File: src/cssr_regs.vh
// timing counts, state codes and boot address for the clock-select and reset sequencer
// assumes a single 125 MHz system clock; included by bare name
`ifndef CSSR_REGS_VH
`define CSSR_REGS_VH

// ----------------------------------------------------------------
// clock rate
// ----------------------------------------------------------------
`define CSSR_CLK_MHZ 125

// ----------------------------------------------------------------
// timing counts
// ----------------------------------------------------------------
// cycles on rc oscillator after any reset
`define CSSR_STARTUP_CYC 1024
// least low time on the reset pin, in ns
`define CSSR_FILTER_NS 1000
// least time rounded up to whole cycles
`define CSSR_FILTER_CYC ((`CSSR_FILTER_NS * `CSSR_CLK_MHZ + 999) / 1000)
// reset timer after the pin returns high
`define CSSR_RST_TIMER_CYC 4096
// cycles without an external edge before it counts as lost
`define CSSR_EXT_TIMEOUT_CYC 16

// ----------------------------------------------------------------
// clock select states
// ----------------------------------------------------------------
`define CSSR_ST_START 3'h0
`define CSSR_ST_RC 3'h1
`define CSSR_ST_TO_EXT 3'h2
`define CSSR_ST_EXT 3'h3
`define CSSR_ST_TO_RC 3'h4

// ----------------------------------------------------------------
// boot address and interface enable bits
// ----------------------------------------------------------------
`define CSSR_BOOT_ADDR 24'h000000
`define CSSR_IF_SPI 2
`define CSSR_IF_I2C 1
`define CSSR_IF_UART 0

`endif

File: src/cssr_top.v
// clock source selection and reset sequencing for the measurement processor
// assumes clk is the always-running 125 MHz management clock and nrst the power-up reset
//
// Operation
// - run from rc for first 1024 cycles
// - then switch to external clock when present
// - fall back to rc when external fails
// - record external oscillator failure for status
// - supply low forces reset, rise starts sequence
// - during reset halt core, keep clocking alive
// - reset pin low 1us before reset
// - hold reset until pin high plus 4096
// - release reset, processor fetches from zero
// - sample straps at power-on or reset
// - enable exactly one serial interface
`timescale 1ns/10ps
`include "cssr_regs.vh"

module cssr_top
#(
   parameter STARTUP_CYC = `CSSR_STARTUP_CYC,
   parameter RST_TIMER_CYC = `CSSR_RST_TIMER_CYC,
   parameter EXT_TIMEOUT_CYC = `CSSR_EXT_TIMEOUT_CYC
)
(
   // clock and power-up reset
   input wire clk,
   input wire nrst,
   // supply monitor and reset pin
   input wire supply_ok,
   input wire reset_pin_n,
   // external oscillator activity, sampled
   input wire ext_clk_in,
   // strap pins
   input wire interface_group_select,
   input wire serial_link_select,
   input wire addr_strap0,
   input wire addr_strap1,
   // failure flag clear from the processor
   input wire osc_fail_clr,
   // clock gating controls and failure flag
   output wire rc_clk_en,
   output wire ext_clk_en,
   output wire clk_sel_ext,
   output wire osc_fail,
   // core reset and boot
   output wire core_rst_n,
   output wire [23:0] boot_addr,
   output wire boot_start,
   // serial interface selection
   output wire [2:0] if_enable,
   output wire [1:0] dev_addr
);

   // ----------------------------------------------------------------
   // synchronisers
   // ----------------------------------------------------------------
   // synchronised pins
   wire supply_ok_s;
   wire reset_pin_s;
   wire ext_clk_s;
   wire grp_s;
   wire link_s;
   wire a0_s;
   wire a1_s;

   cssr_sync #(.RST_VAL(1'b0)) u_sync_sup (.clk(clk), .nrst(nrst), .din(supply_ok),
      .dout(supply_ok_s));
   cssr_sync #(.RST_VAL(1'b1)) u_sync_rst (.clk(clk), .nrst(nrst), .din(reset_pin_n),
      .dout(reset_pin_s));
   cssr_sync #(.RST_VAL(1'b0)) u_sync_ext (.clk(clk), .nrst(nrst), .din(ext_clk_in),
      .dout(ext_clk_s));
   cssr_sync #(.RST_VAL(1'b0)) u_sync_grp (.clk(clk), .nrst(nrst),
      .din(interface_group_select), .dout(grp_s));
   cssr_sync #(.RST_VAL(1'b0)) u_sync_lnk (.clk(clk), .nrst(nrst),
      .din(serial_link_select), .dout(link_s));
   cssr_sync #(.RST_VAL(1'b0)) u_sync_a0 (.clk(clk), .nrst(nrst), .din(addr_strap0), .dout(a0_s));
   cssr_sync #(.RST_VAL(1'b0)) u_sync_a1 (.clk(clk), .nrst(nrst), .din(addr_strap1), .dout(a1_s));

   // ----------------------------------------------------------------
   // reset pin filter
   // ----------------------------------------------------------------
   // consecutive low cycles on the pin
   reg [7:0] low_cnt_q;
   // filtered pin reset request
   reg pin_rst_q;

   // a glitch shorter than the filter restarts the count and is dropped
   always @(posedge clk or negedge nrst)
   begin
      if (!nrst)
      begin
         low_cnt_q <= 8'h00;
         pin_rst_q <= 1'b0;
      end
      else if (reset_pin_s)
      begin
         // pin high, reset request ends
         low_cnt_q <= 8'h00;
         pin_rst_q <= 1'b0;
      end
      else if (low_cnt_q == (`CSSR_FILTER_CYC - 1))
         pin_rst_q <= 1'b1;
      else
         low_cnt_q <= low_cnt_q + 8'h01;
   end

   // ----------------------------------------------------------------
   // reset sequencer
   // ----------------------------------------------------------------
   // any active reset source
   wire rst_src;
   // post-release timer
   reg [12:0] rst_tmr_q;
   // core held in reset
   reg core_rst_q;
   // one-cycle boot pulse
   reg boot_q;

   assign rst_src = pin_rst_q | ~supply_ok_s;

   // the timer restarts whenever a source is active again
   always @(posedge clk or negedge nrst)
   begin
      if (!nrst)
      begin
         rst_tmr_q <= 13'h0000;
         core_rst_q <= 1'b1;
         boot_q <= 1'b0;
      end
      else if (rst_src)
      begin
         rst_tmr_q <= 13'h0000;
         core_rst_q <= 1'b1;
         boot_q <= 1'b0;
      end
      // wait full timer after pin high
      else if (core_rst_q && (rst_tmr_q == RST_TIMER_CYC[12:0] - 13'h0001))
      begin
         core_rst_q <= 1'b0;
         boot_q <= 1'b1;
      end
      else
      begin
         boot_q <= 1'b0;
         if (core_rst_q)
            rst_tmr_q <= rst_tmr_q + 13'h0001;
      end
   end

   assign core_rst_n = ~core_rst_q;
   assign boot_start = boot_q;
   assign boot_addr = `CSSR_BOOT_ADDR;

   // ----------------------------------------------------------------
   // strap capture
   // ----------------------------------------------------------------
   // captured strap values
   reg grp_q;
   reg link_q;
   reg [1:0] addr_q;

   // track straps while in reset, freeze on release
   always @(posedge clk or negedge nrst)
   begin
      if (!nrst)
      begin
         grp_q <= 1'b0;
         link_q <= 1'b0;
         addr_q <= 2'h0;
      end
      else if (core_rst_q)
      begin
         grp_q <= grp_s;
         link_q <= link_s;
         addr_q <= {a1_s, a0_s};
      end
   end

   assign if_enable[`CSSR_IF_SPI] = ~grp_q;
   assign if_enable[`CSSR_IF_I2C] = grp_q & link_q;
   assign if_enable[`CSSR_IF_UART] = grp_q & ~link_q;
   assign dev_addr = addr_q;

   // ----------------------------------------------------------------
   // external clock watchdog
   // ----------------------------------------------------------------
   // delayed copy for edge detect, reads the second stage only
   reg ext_dly_q;
   // cycles since last external edge
   reg [7:0] ext_idle_q;
   // external clock seen recently
   reg ext_ok_q;
   wire ext_edge;

   assign ext_edge = ext_clk_s ^ ext_dly_q;

   always @(posedge clk or negedge nrst)
   begin
      if (!nrst)
      begin
         ext_dly_q <= 1'b0;
         ext_idle_q <= 8'h00;
         ext_ok_q <= 1'b0;
      end
      else
      begin
         ext_dly_q <= ext_clk_s;
         if (ext_edge)
         begin
            ext_idle_q <= 8'h00;
            ext_ok_q <= 1'b1;
         end
         else if (ext_idle_q == EXT_TIMEOUT_CYC[7:0] - 8'h01)
            ext_ok_q <= 1'b0;
         else
            ext_idle_q <= ext_idle_q + 8'h01;
      end
   end

   // ----------------------------------------------------------------
   // clock select state machine
   // ----------------------------------------------------------------
   // state and start-up counter
   reg [2:0] st_q;
   reg [10:0] start_cnt_q;
   // sticky failure flag
   reg fail_q;
   // previous reset source level, to restart the start-up phase
   reg rst_src_q;

   // break-before-make: both gates off for one cycle on every change
   always @(posedge clk or negedge nrst)
   begin
      if (!nrst)
      begin
         st_q <= `CSSR_ST_START;
         start_cnt_q <= 11'h000;
         fail_q <= 1'b0;
         rst_src_q <= 1'b0;
      end
      else
      begin
         rst_src_q <= rst_src;
         if (st_q == `CSSR_ST_EXT && !ext_ok_q)
            fail_q <= 1'b1;
         else if (osc_fail_clr)
            fail_q <= 1'b0;
         if (rst_src && !rst_src_q)
         begin
            // a new reset restarts the rc phase
            st_q <= (st_q == `CSSR_ST_EXT) ? `CSSR_ST_TO_RC : `CSSR_ST_START;
            start_cnt_q <= 11'h000;
         end
         else
            case (st_q)
               `CSSR_ST_START:
                  if (start_cnt_q == STARTUP_CYC[10:0] - 11'h001)
                     st_q <= `CSSR_ST_RC;
                  else
                     start_cnt_q <= start_cnt_q + 11'h001;
               `CSSR_ST_RC:
                  if (ext_ok_q)
                     st_q <= `CSSR_ST_TO_EXT;
               `CSSR_ST_TO_EXT:
                  st_q <= ext_ok_q ? `CSSR_ST_EXT : `CSSR_ST_TO_RC;
               `CSSR_ST_EXT:
                  if (!ext_ok_q)
                     st_q <= `CSSR_ST_TO_RC;
               `CSSR_ST_TO_RC:
                  st_q <= (start_cnt_q == 11'h000) ? `CSSR_ST_START : `CSSR_ST_RC;
               default:
                  st_q <= `CSSR_ST_START;
            endcase
      end
   end

   // gate enables, never both high
   assign rc_clk_en = (st_q == `CSSR_ST_START) | (st_q == `CSSR_ST_RC);
   assign ext_clk_en = (st_q == `CSSR_ST_EXT);
   assign clk_sel_ext = (st_q == `CSSR_ST_EXT) | (st_q == `CSSR_ST_TO_EXT);
   assign osc_fail = fail_q;

endmodule // cssr_top

File: src/cssr_sync.v
// two-flop synchroniser for one level from outside the clock domain
// assumes clk is the system clock and nrst the async active-low reset
`timescale 1ns/10ps

module cssr_sync
#(
   parameter RST_VAL = 1'b0
)
(
   // clock and reset
   input wire clk,
   input wire nrst,
   // asynchronous level in
   input wire din,
   // synchronised level out
   output wire dout
);

   // first stage, read only by the second
   reg meta_q;
   // second stage
   reg sync_q;

   // ----------------------------------------------------------------
   // two stages
   // ----------------------------------------------------------------
   always @(posedge clk or negedge nrst)
   begin
      if (!nrst)
      begin
         meta_q <= RST_VAL;
         sync_q <= RST_VAL;
      end
      else
      begin
         meta_q <= din;
         sync_q <= meta_q;
      end
   end

   assign dout = sync_q;

endmodule // cssr_sync

File: config.mk
export PLATFORM = sky130hd
export DESIGN_NAME = cssr_top
export DESIGN_NICKNAME = d
export VERILOG_FILES = /design/src/cssr_top.v /design/src/cssr_sync.v
export VERILOG_INCLUDE_DIRS = /design/src
export SDC_FILE = /design/constraint.sdc
export NUM_CORES = 1
export LEC_CHECK = 0
export BUFFER_PORTS_ARGS = -buffer_cell sky130_fd_sc_hd__buf_2
export CAP_MARGIN = 10
export CORE_MARGIN = 1
export CORE_UTILIZATION = 59
export CTS_BUF_LIST = sky130_fd_sc_hd__clkbuf_2 sky130_fd_sc_hd__clkbuf_4 sky130_fd_sc_hd__clkbuf_8
export CTS_CLUSTER_SIZE = 30
export DETAILED_ROUTE_END_ITERATION = 8
export GPL_TIMING_DRIVEN = 0
export HOLD_SLACK_MARGIN = 0.06
export PLACE_DENSITY = 0.83
export SYNTH_ARGS = -nofsm -noshare
export SYNTH_HDL_FRONTEND = slang
export SYNTH_SLANG_ARGS = --single-unit
File: constraint.sdc
create_clock -name clk -period 2.4 [get_ports clk]
set_input_delay 0.48 -clock clk [delete_from_list [all_inputs] [get_ports clk]]
set_output_delay 0.48 -clock clk [all_outputs]
set_load 0.05 [all_outputs]
==> out/results.txt, run 1 <==
CTS buffer count: 9
Top cell type's share of synthesized area: 0.509
Worst slew pin tran: 813 ps
Commonest non-fill, non-tap cells in the layout: dfrtp_1, nor2_1, buf_4, conb_1, buf_2
Tcrit/Tclk final: 0.902
Number of buffers and inverters on the critical path: 3
GRT met1 Usage: 0.257
Drt pass-1 iters: 4
HP Class: in2async
Mapped Area: 3190 um2
FF+latch area: 1710 um2
Initial antenna violation count: 0
Commonest register cell after synthesis: dfrtp_1
Vias in the first global route: 2155
Multi-input logic area: 1320 um2
DRT antenna net count: 0
CP arrival: 1680 ps
Pwr Density: 734 nW/um2
Critical Path Slowest Stage Cell: dfrtp_1
Seq cells post-synth: 68
Port buffer count: 20
Hold Violations, Final: 0
Commonest non-fill, non-tap cell in the layout: dfrtp_1
CP max stage delay: 330 ps
Initial drt markers: 177
Global route hottest layer: met2
Clock tree sinks: 68
Die area: 5710 um2
Worst Hold Slack: 215 ps
H-tree depth reported by CTS: 3
Nets: 372
Vias: 2311
Worst Reg2Reg Path Length in Cells: 5
Syn Area/Cell: 10.6 um2
Share of cells above drive strength 1: 0.199
Post-DP HPWL: 3.71 mm
R2r startpoint: rst_tmr_q[0]
Met2 Use GR: 0.395
Max-Cap Viols: 0
Clock transition at the registers of the reported paths: 70 ps
CTS root buf: clkbuf_8
Post-synth EDFFs: 0
Crit path time final: 2160 ps
Grt total ovfl: 0
Max Slew Vio Count: 0
RSZ-0062 raised after global routing: no
Clk buf depth: 2
Seq/Total Area, Yosys: 0.534
Clock skew after layout: 7.56 ps
Routed WL per cell: 12.8 um
Endpoint class of the critical path: output pin
Status: completed
Finished Core Util: 0.721
Routed wire length: 5.50 mm
CP top delay family: buffers and inverters
Synth cell types: 53
RePlAce Congestion: 0.806
Die W: 75.6 um
Setup violators final: 0
CTS Hold Bufs: 0
Max_slew headroom: 0.450
Worst-skew pair later-pin latency: 340 ps
Yosys warns: 0
Layout area overhead: 16.7%
PostCTS Resize Cnt: 0
Drt drc: 0
CP Launch Type: register
GRT met3 Usage: 0.0569
IO Count: 45
Crit-path max FO: 8
Setup total negative slack: 0 ps
All-Layer GR Usage: 0.223
Layout fillers: 372
Vias per std cell: 5.36
Core ar.: 5170 um2
CP required: 1920 ps
Largest net degree at the start of global routing: 69
Chip Height: 75.6 um
Cell taking the most area after synthesis: dfrtp_1
Initial Utilization: 0.618
Top post-synthesis cells by area: dfrtp_1, buf_4, nor2_1
Max Clk Rate: 462 MHz
RR Endpoint: rst_tmr_q[9]
Async SR Flop Fraction: 1.00
TritonCTS clock tree: yes
Gate Count Post-Synth: 302
Site Rows: 26
Ant. Diodes: 0
Worst R2R Setup Slack: 440 ps
Post-CTS Setup Inserts: 0
CP cell instances: clkbuf_1 -> nor2b_1 -> nand2_1 -> inv_1 -> buf_2
First-pass GRT wire length: 9.32 mm
Crit Path Category: reg2out
Worst VDD drop: 542 uV
Static leakage: 1.79 nW
## synth_stat cells, types with 2 or more instances
cell type,instances
nand2_1,15
nor3_1,6
nand2b_1,3
or3_1,6
nor2_1,27
and3_1,4
nand4_1,6
inv_1,11
and2_1,2
nand3_1,15
a211oi_1,2
a31oi_1,4
nand3b_1,2
ha_1,6
xor2_1,7
nor2b_1,3
xnor2_1,8
and4_1,3
o31ai_1,6
a21oi_1,18
dfrtp_1,65
mux2i_1,4
nor4b_1,3
o21ai_0,8
o21bai_1,2
o22ai_1,2
a41oi_1,2
dfstp_2,3
buf_4,24
clkbuf_1,4
mux2_2,3
nor4_1,3
buf_1,2
o2111ai_1,2
or4_1,3
## per-layer routing
layer / part of all wire / wire length (um)
met4: 0.014 / 76
met3: 0.033 / 183
met5: 0 / 0
met1: 0.43 / 2370
met2: 0.52 / 2870
## how the worst max path moves through the flow
stage	startpoint	endpoint	slack (ps)	cells after the start
2_1_floorplan	st_q[1]	ext_clk_en	1	4
3_3_place_gp	start_cnt_q[1]	start_cnt_q[8]	510	5
3_5_place_dp	rst_tmr_q[0]	rst_tmr_q[9]	460	5
4_1_cts	st_q[1]	ext_clk_en	220	5
5_1_grt	st_q[1]	ext_clk_en	100	5
6_report	st_q[1]	ext_clk_en	240	5
## report_power, final
part           switching, mW  internal [mW]  total [mW]
clock network          0.428          0.750        1.18
registers             0.0572           1.20        1.26
logic                  0.202         0.0949       0.297
total                  0.687           2.05        2.74
## metrics by stage
step | cell area, um2 | instances | power, mW | setup slack (ps)
after global routing | 3730 | 431 | 2.85 | 104
after floorplan | 3280 | 325 | 1.50 | 1.40
after CTS | 3730 | 431 | 2.75 | 215
after global placement | 3470 | 415 | 1.57 | 508
final | 3730 | 431 | 2.74 | 235
after detailed placement | 3470 | 415 | 1.58 | 464
## sequential cells by signal (all words and copies together) (netlist names), 2 cells and up
name / flops
st_q: 3
low_cnt_q: 8
start_cnt_q: 11
ext_idle_q: 8
dev_addr: 2
rst_tmr_q: 13
## cells by family after synthesis
family                   after synthesis  share of synthesized area
AO/OA/AOI/OAI                         55                      0.118
XOR/XNOR                              15                     0.0411
adder cells (fa/ha/maj)                6                     0.0235
buffers and inverters                 43                     0.0795
flip-flops                            68                      0.534
multiplexers                           7                     0.0231
other                                  1                    0.00117
AND/OR/NAND/NOR                      107                      0.179
## layout make-up
class | instances | share of cell area
Buffer | 32 | 0.0570
Timing Repair Buffer | 20 | 0.0275
Tap cell | 70 | 0.0235
Sequential cell | 68 | 0.457
Inverter | 11 | 0.0111
Multi-Input combinational cell | 214 | 0.354
Clock inverter | 5 | 0.0285
Clock buffer | 11 | 0.0406
Power figures use the tool's default switching activity.
==> run 2, diff against run 1 <==
--- a/config.mk
+++ b/config.mk
@@ -6,7 +6,7 @@
 export SDC_FILE = /design/constraint.sdc
 export NUM_CORES = 1
 export LEC_CHECK = 0
-export BUFFER_PORTS_ARGS = -buffer_cell sky130_fd_sc_hd__buf_2
+export BUFFER_PORTS_ARGS = -buffer_cell sky130_fd_sc_hd__buf_4
 export CAP_MARGIN = 10
 export CORE_MARGIN = 1
 export CORE_UTILIZATION = 59
==> run 2 against run 1 <==
Compared with the run above: critical path depth unchanged; final cell count unchanged; sequential share of layout area hardly changed; count of clock-buffer cells in the layout unchanged; power shrank 7.2%; design area about the same; sequential power about the same; critical path type unchanged; largest cell class unchanged; highest routed layer unchanged.
==> out/results.txt, run 2 (synthesis results as in run 1) <==
H-tree depth reported by CTS: 3 (unchanged)
Clock skew after layout: 4.61 ps (-2.95 ps)
Pwr Density: 680 nW/um2 (-7.3%)
Chip Height: 75.6 um (unchanged)
PnR worst setup slack: 305 ps (+70.0 ps)
RSZ-0062 raised after global routing: no
Port buffer count: 20 (unchanged)
Number of buffers and inverters on the critical path: 3 (unchanged)
Endpoint class of the critical path: output pin
Share of cells above drive strength 1: 0.199 (unchanged)
Crit Path Category: reg2out
Vias in the first global route: 2098 (-2.6%)
Routed wire length: 5.52 mm (+0.31%)
Post-DP HPWL: 3.78 mm (+1.9%)
Status: completed
DP Cell Count: 415 (unchanged)
Commonest non-fill, non-tap cells in the layout: dfrtp_1, buf_4, nor2_1, conb_1, a21oi_1
Drt pass-1 iters: 4 (unchanged)
Setup total negative slack: 0 ps (unchanged)
CTS root buf: clkbuf_8
CP arrival: 1610 ps (-70 ps)
Largest register FFs: 13 (unchanged)
Core ar.: 5170 um2 (unchanged)
Tcrit/Tclk final: 0.873 (-0.0292)
Die area: 5710 um2 (unchanged)
CP max stage delay: 320 ps (about the same)
Site Rows: 26 (unchanged)
IO Count: 45 (unchanged)
Commonest non-fill, non-tap cell in the layout: dfrtp_1
Die W: 75.6 um (unchanged)
Largest Register: rst_tmr_q
Layout area overhead: 16.8% (about the same)
First-pass GRT wire length: 9.35 mm (+0.30%)
Final std cells w/o fill: 431 (unchanged)
Initial Utilization: 0.618 (unchanged)
Initial antenna violation count: 0 (unchanged)
Ant. Diodes: 0 (unchanged)
CP top delay family: buffers and inverters
Crit path time final: 2090 ps (-70.0 ps)
Biggest regs: rst_tmr_q (13), start_cnt_q (11)
CP cell instances: clkbuf_1 -> nor2b_1 -> nand2_1 -> inv_1 -> buf_4
Max_slew headroom: 0.413 (-0.0376)
Met2 Use GR: 0.355 (-0.0397)
Clk buf depth: 2 (unchanged)
CP Launch Type: register
Clock transition at the registers of the reported paths: 70 ps (about the same)
TritonCTS clock tree: yes
GRT met1 Usage: 0.285 (+0.0281)
CP required: 1920 ps (about the same)
Initial drt markers: 155 (-12%)
GRT met3 Usage: 0.0741 (+0.0172)
HP Class: in2async
Worst slew pin tran: 873 ps (+60.4 ps)
Critical Path Slowest Stage Cell: dfrtp_1
Crit-path max FO: 8 (unchanged)
Routed WL per cell: 12.8 um (+0.31%)
Vias: 2324 (+0.56%)
Place WS: 465 ps (+1.74 ps)
Static leakage: 1.77 nW (-1.2%)
Post-CTS Setup Inserts: 0 (unchanged)
Drt drc: 0 (unchanged)
Max-Cap Viols: 0 (unchanged)
DRT antenna net count: 0 (unchanged)
Global route hottest layer: met2
Setup violators final: 0 (unchanged)
Layout fillers: 357 (-4.0%)
Worst-skew pair later-pin latency: 350 ps (about the same)
Nets: 372 (unchanged)
All-Layer GR Usage: 0.228 (+0.00441)
CTS buffer count: 9 (unchanged)
Grt total ovfl: 0 (unchanged)
CTS Hold Bufs: 0 (unchanged)
Worst Hold Slack: 211 ps (-4.41 ps)
Hold Violations, Final: 0 (unchanged)
PostCTS Resize Cnt: 0 (unchanged)
Max Slew Vio Count: 0 (unchanged)
Largest net degree at the start of global routing: 69 (unchanged)
Worst VDD drop: 499 uV (-7.8%)
Vias per std cell: 5.39 (+0.56%)
Max Clk Rate: 477 MHz (+3.3%)
RePlAce Congestion: 0.798 (-0.99%)
Finished Core Util: 0.721 (about the same)
Clock tree sinks: 68 (unchanged)
run 2: cell count changes in the layout (fill, tap and decap cells not counted):
cell        previous run  this run
bufinv_16              3         1
buf_4                 25        44
inv_6                  1         0
clkinvlp_4             1         4
buf_2                 20         1
run 2: through the flow:
step	instance area [um2]	power (mW)
6_report	3730	2.54
5_1_grt	3730	2.65
4_1_cts	3730	2.56
3_5_place_dp	3520	1.59
3_3_place_gp	3520	1.57
2_1_floorplan	3280	1.50
run 2: layout make-up:
type	instances	area [um2]	area share
tap	70	87.6	0.0235
timing repair buffer	20	150	0.0403
multi-input combinational	214	1320	0.354
sequential	68	1710	0.457
clock inverter	5	60.1	0.0161
buffer	32	213	0.0570
clock buffer	11	151	0.0406
inverter	11	41.3	0.0111
run 2: final timing paths:
path | start | endpoint | slack [ps] | depth (start not counted)
hold reg to reg | u_sync_a0.meta_q | u_sync_a0.dout | 350 | 0
setup reg to reg | start_cnt_q[1] | start_cnt_q[8] | 400 | 5
max in group asynchronous | nrst | rst_tmr_q[11] | 1650 | 1
min in group clk | supply_ok | u_sync_sup.meta_q | 240 | 1
hold / removal | nrst | start_cnt_q[1] | 210 | 1
setup / recovery | st_q[1] | ext_clk_en | 310 | 5
run 2: where the power goes:
part | total, mW | switching [mW] | internal [mW] | leakage, nW
Sequential | 1.26 | 0.0590 | 1.20 | 0.880
Combinational | 0.311 | 0.209 | 0.103 | 0.794
Clock | 0.964 | 0.429 | 0.535 | 0.0938
run 2: layer usage:
| metal | share of wire | vias to the layer above |
|---|---|---|
| met4 | 0.028 | 0 |
| met5 | 0 | - |
| met3 | 0.048 | 18 |
| li1 | - | 1137 |
| met2 | 0.50 | 58 |
| met1 | 0.42 | 1111 |
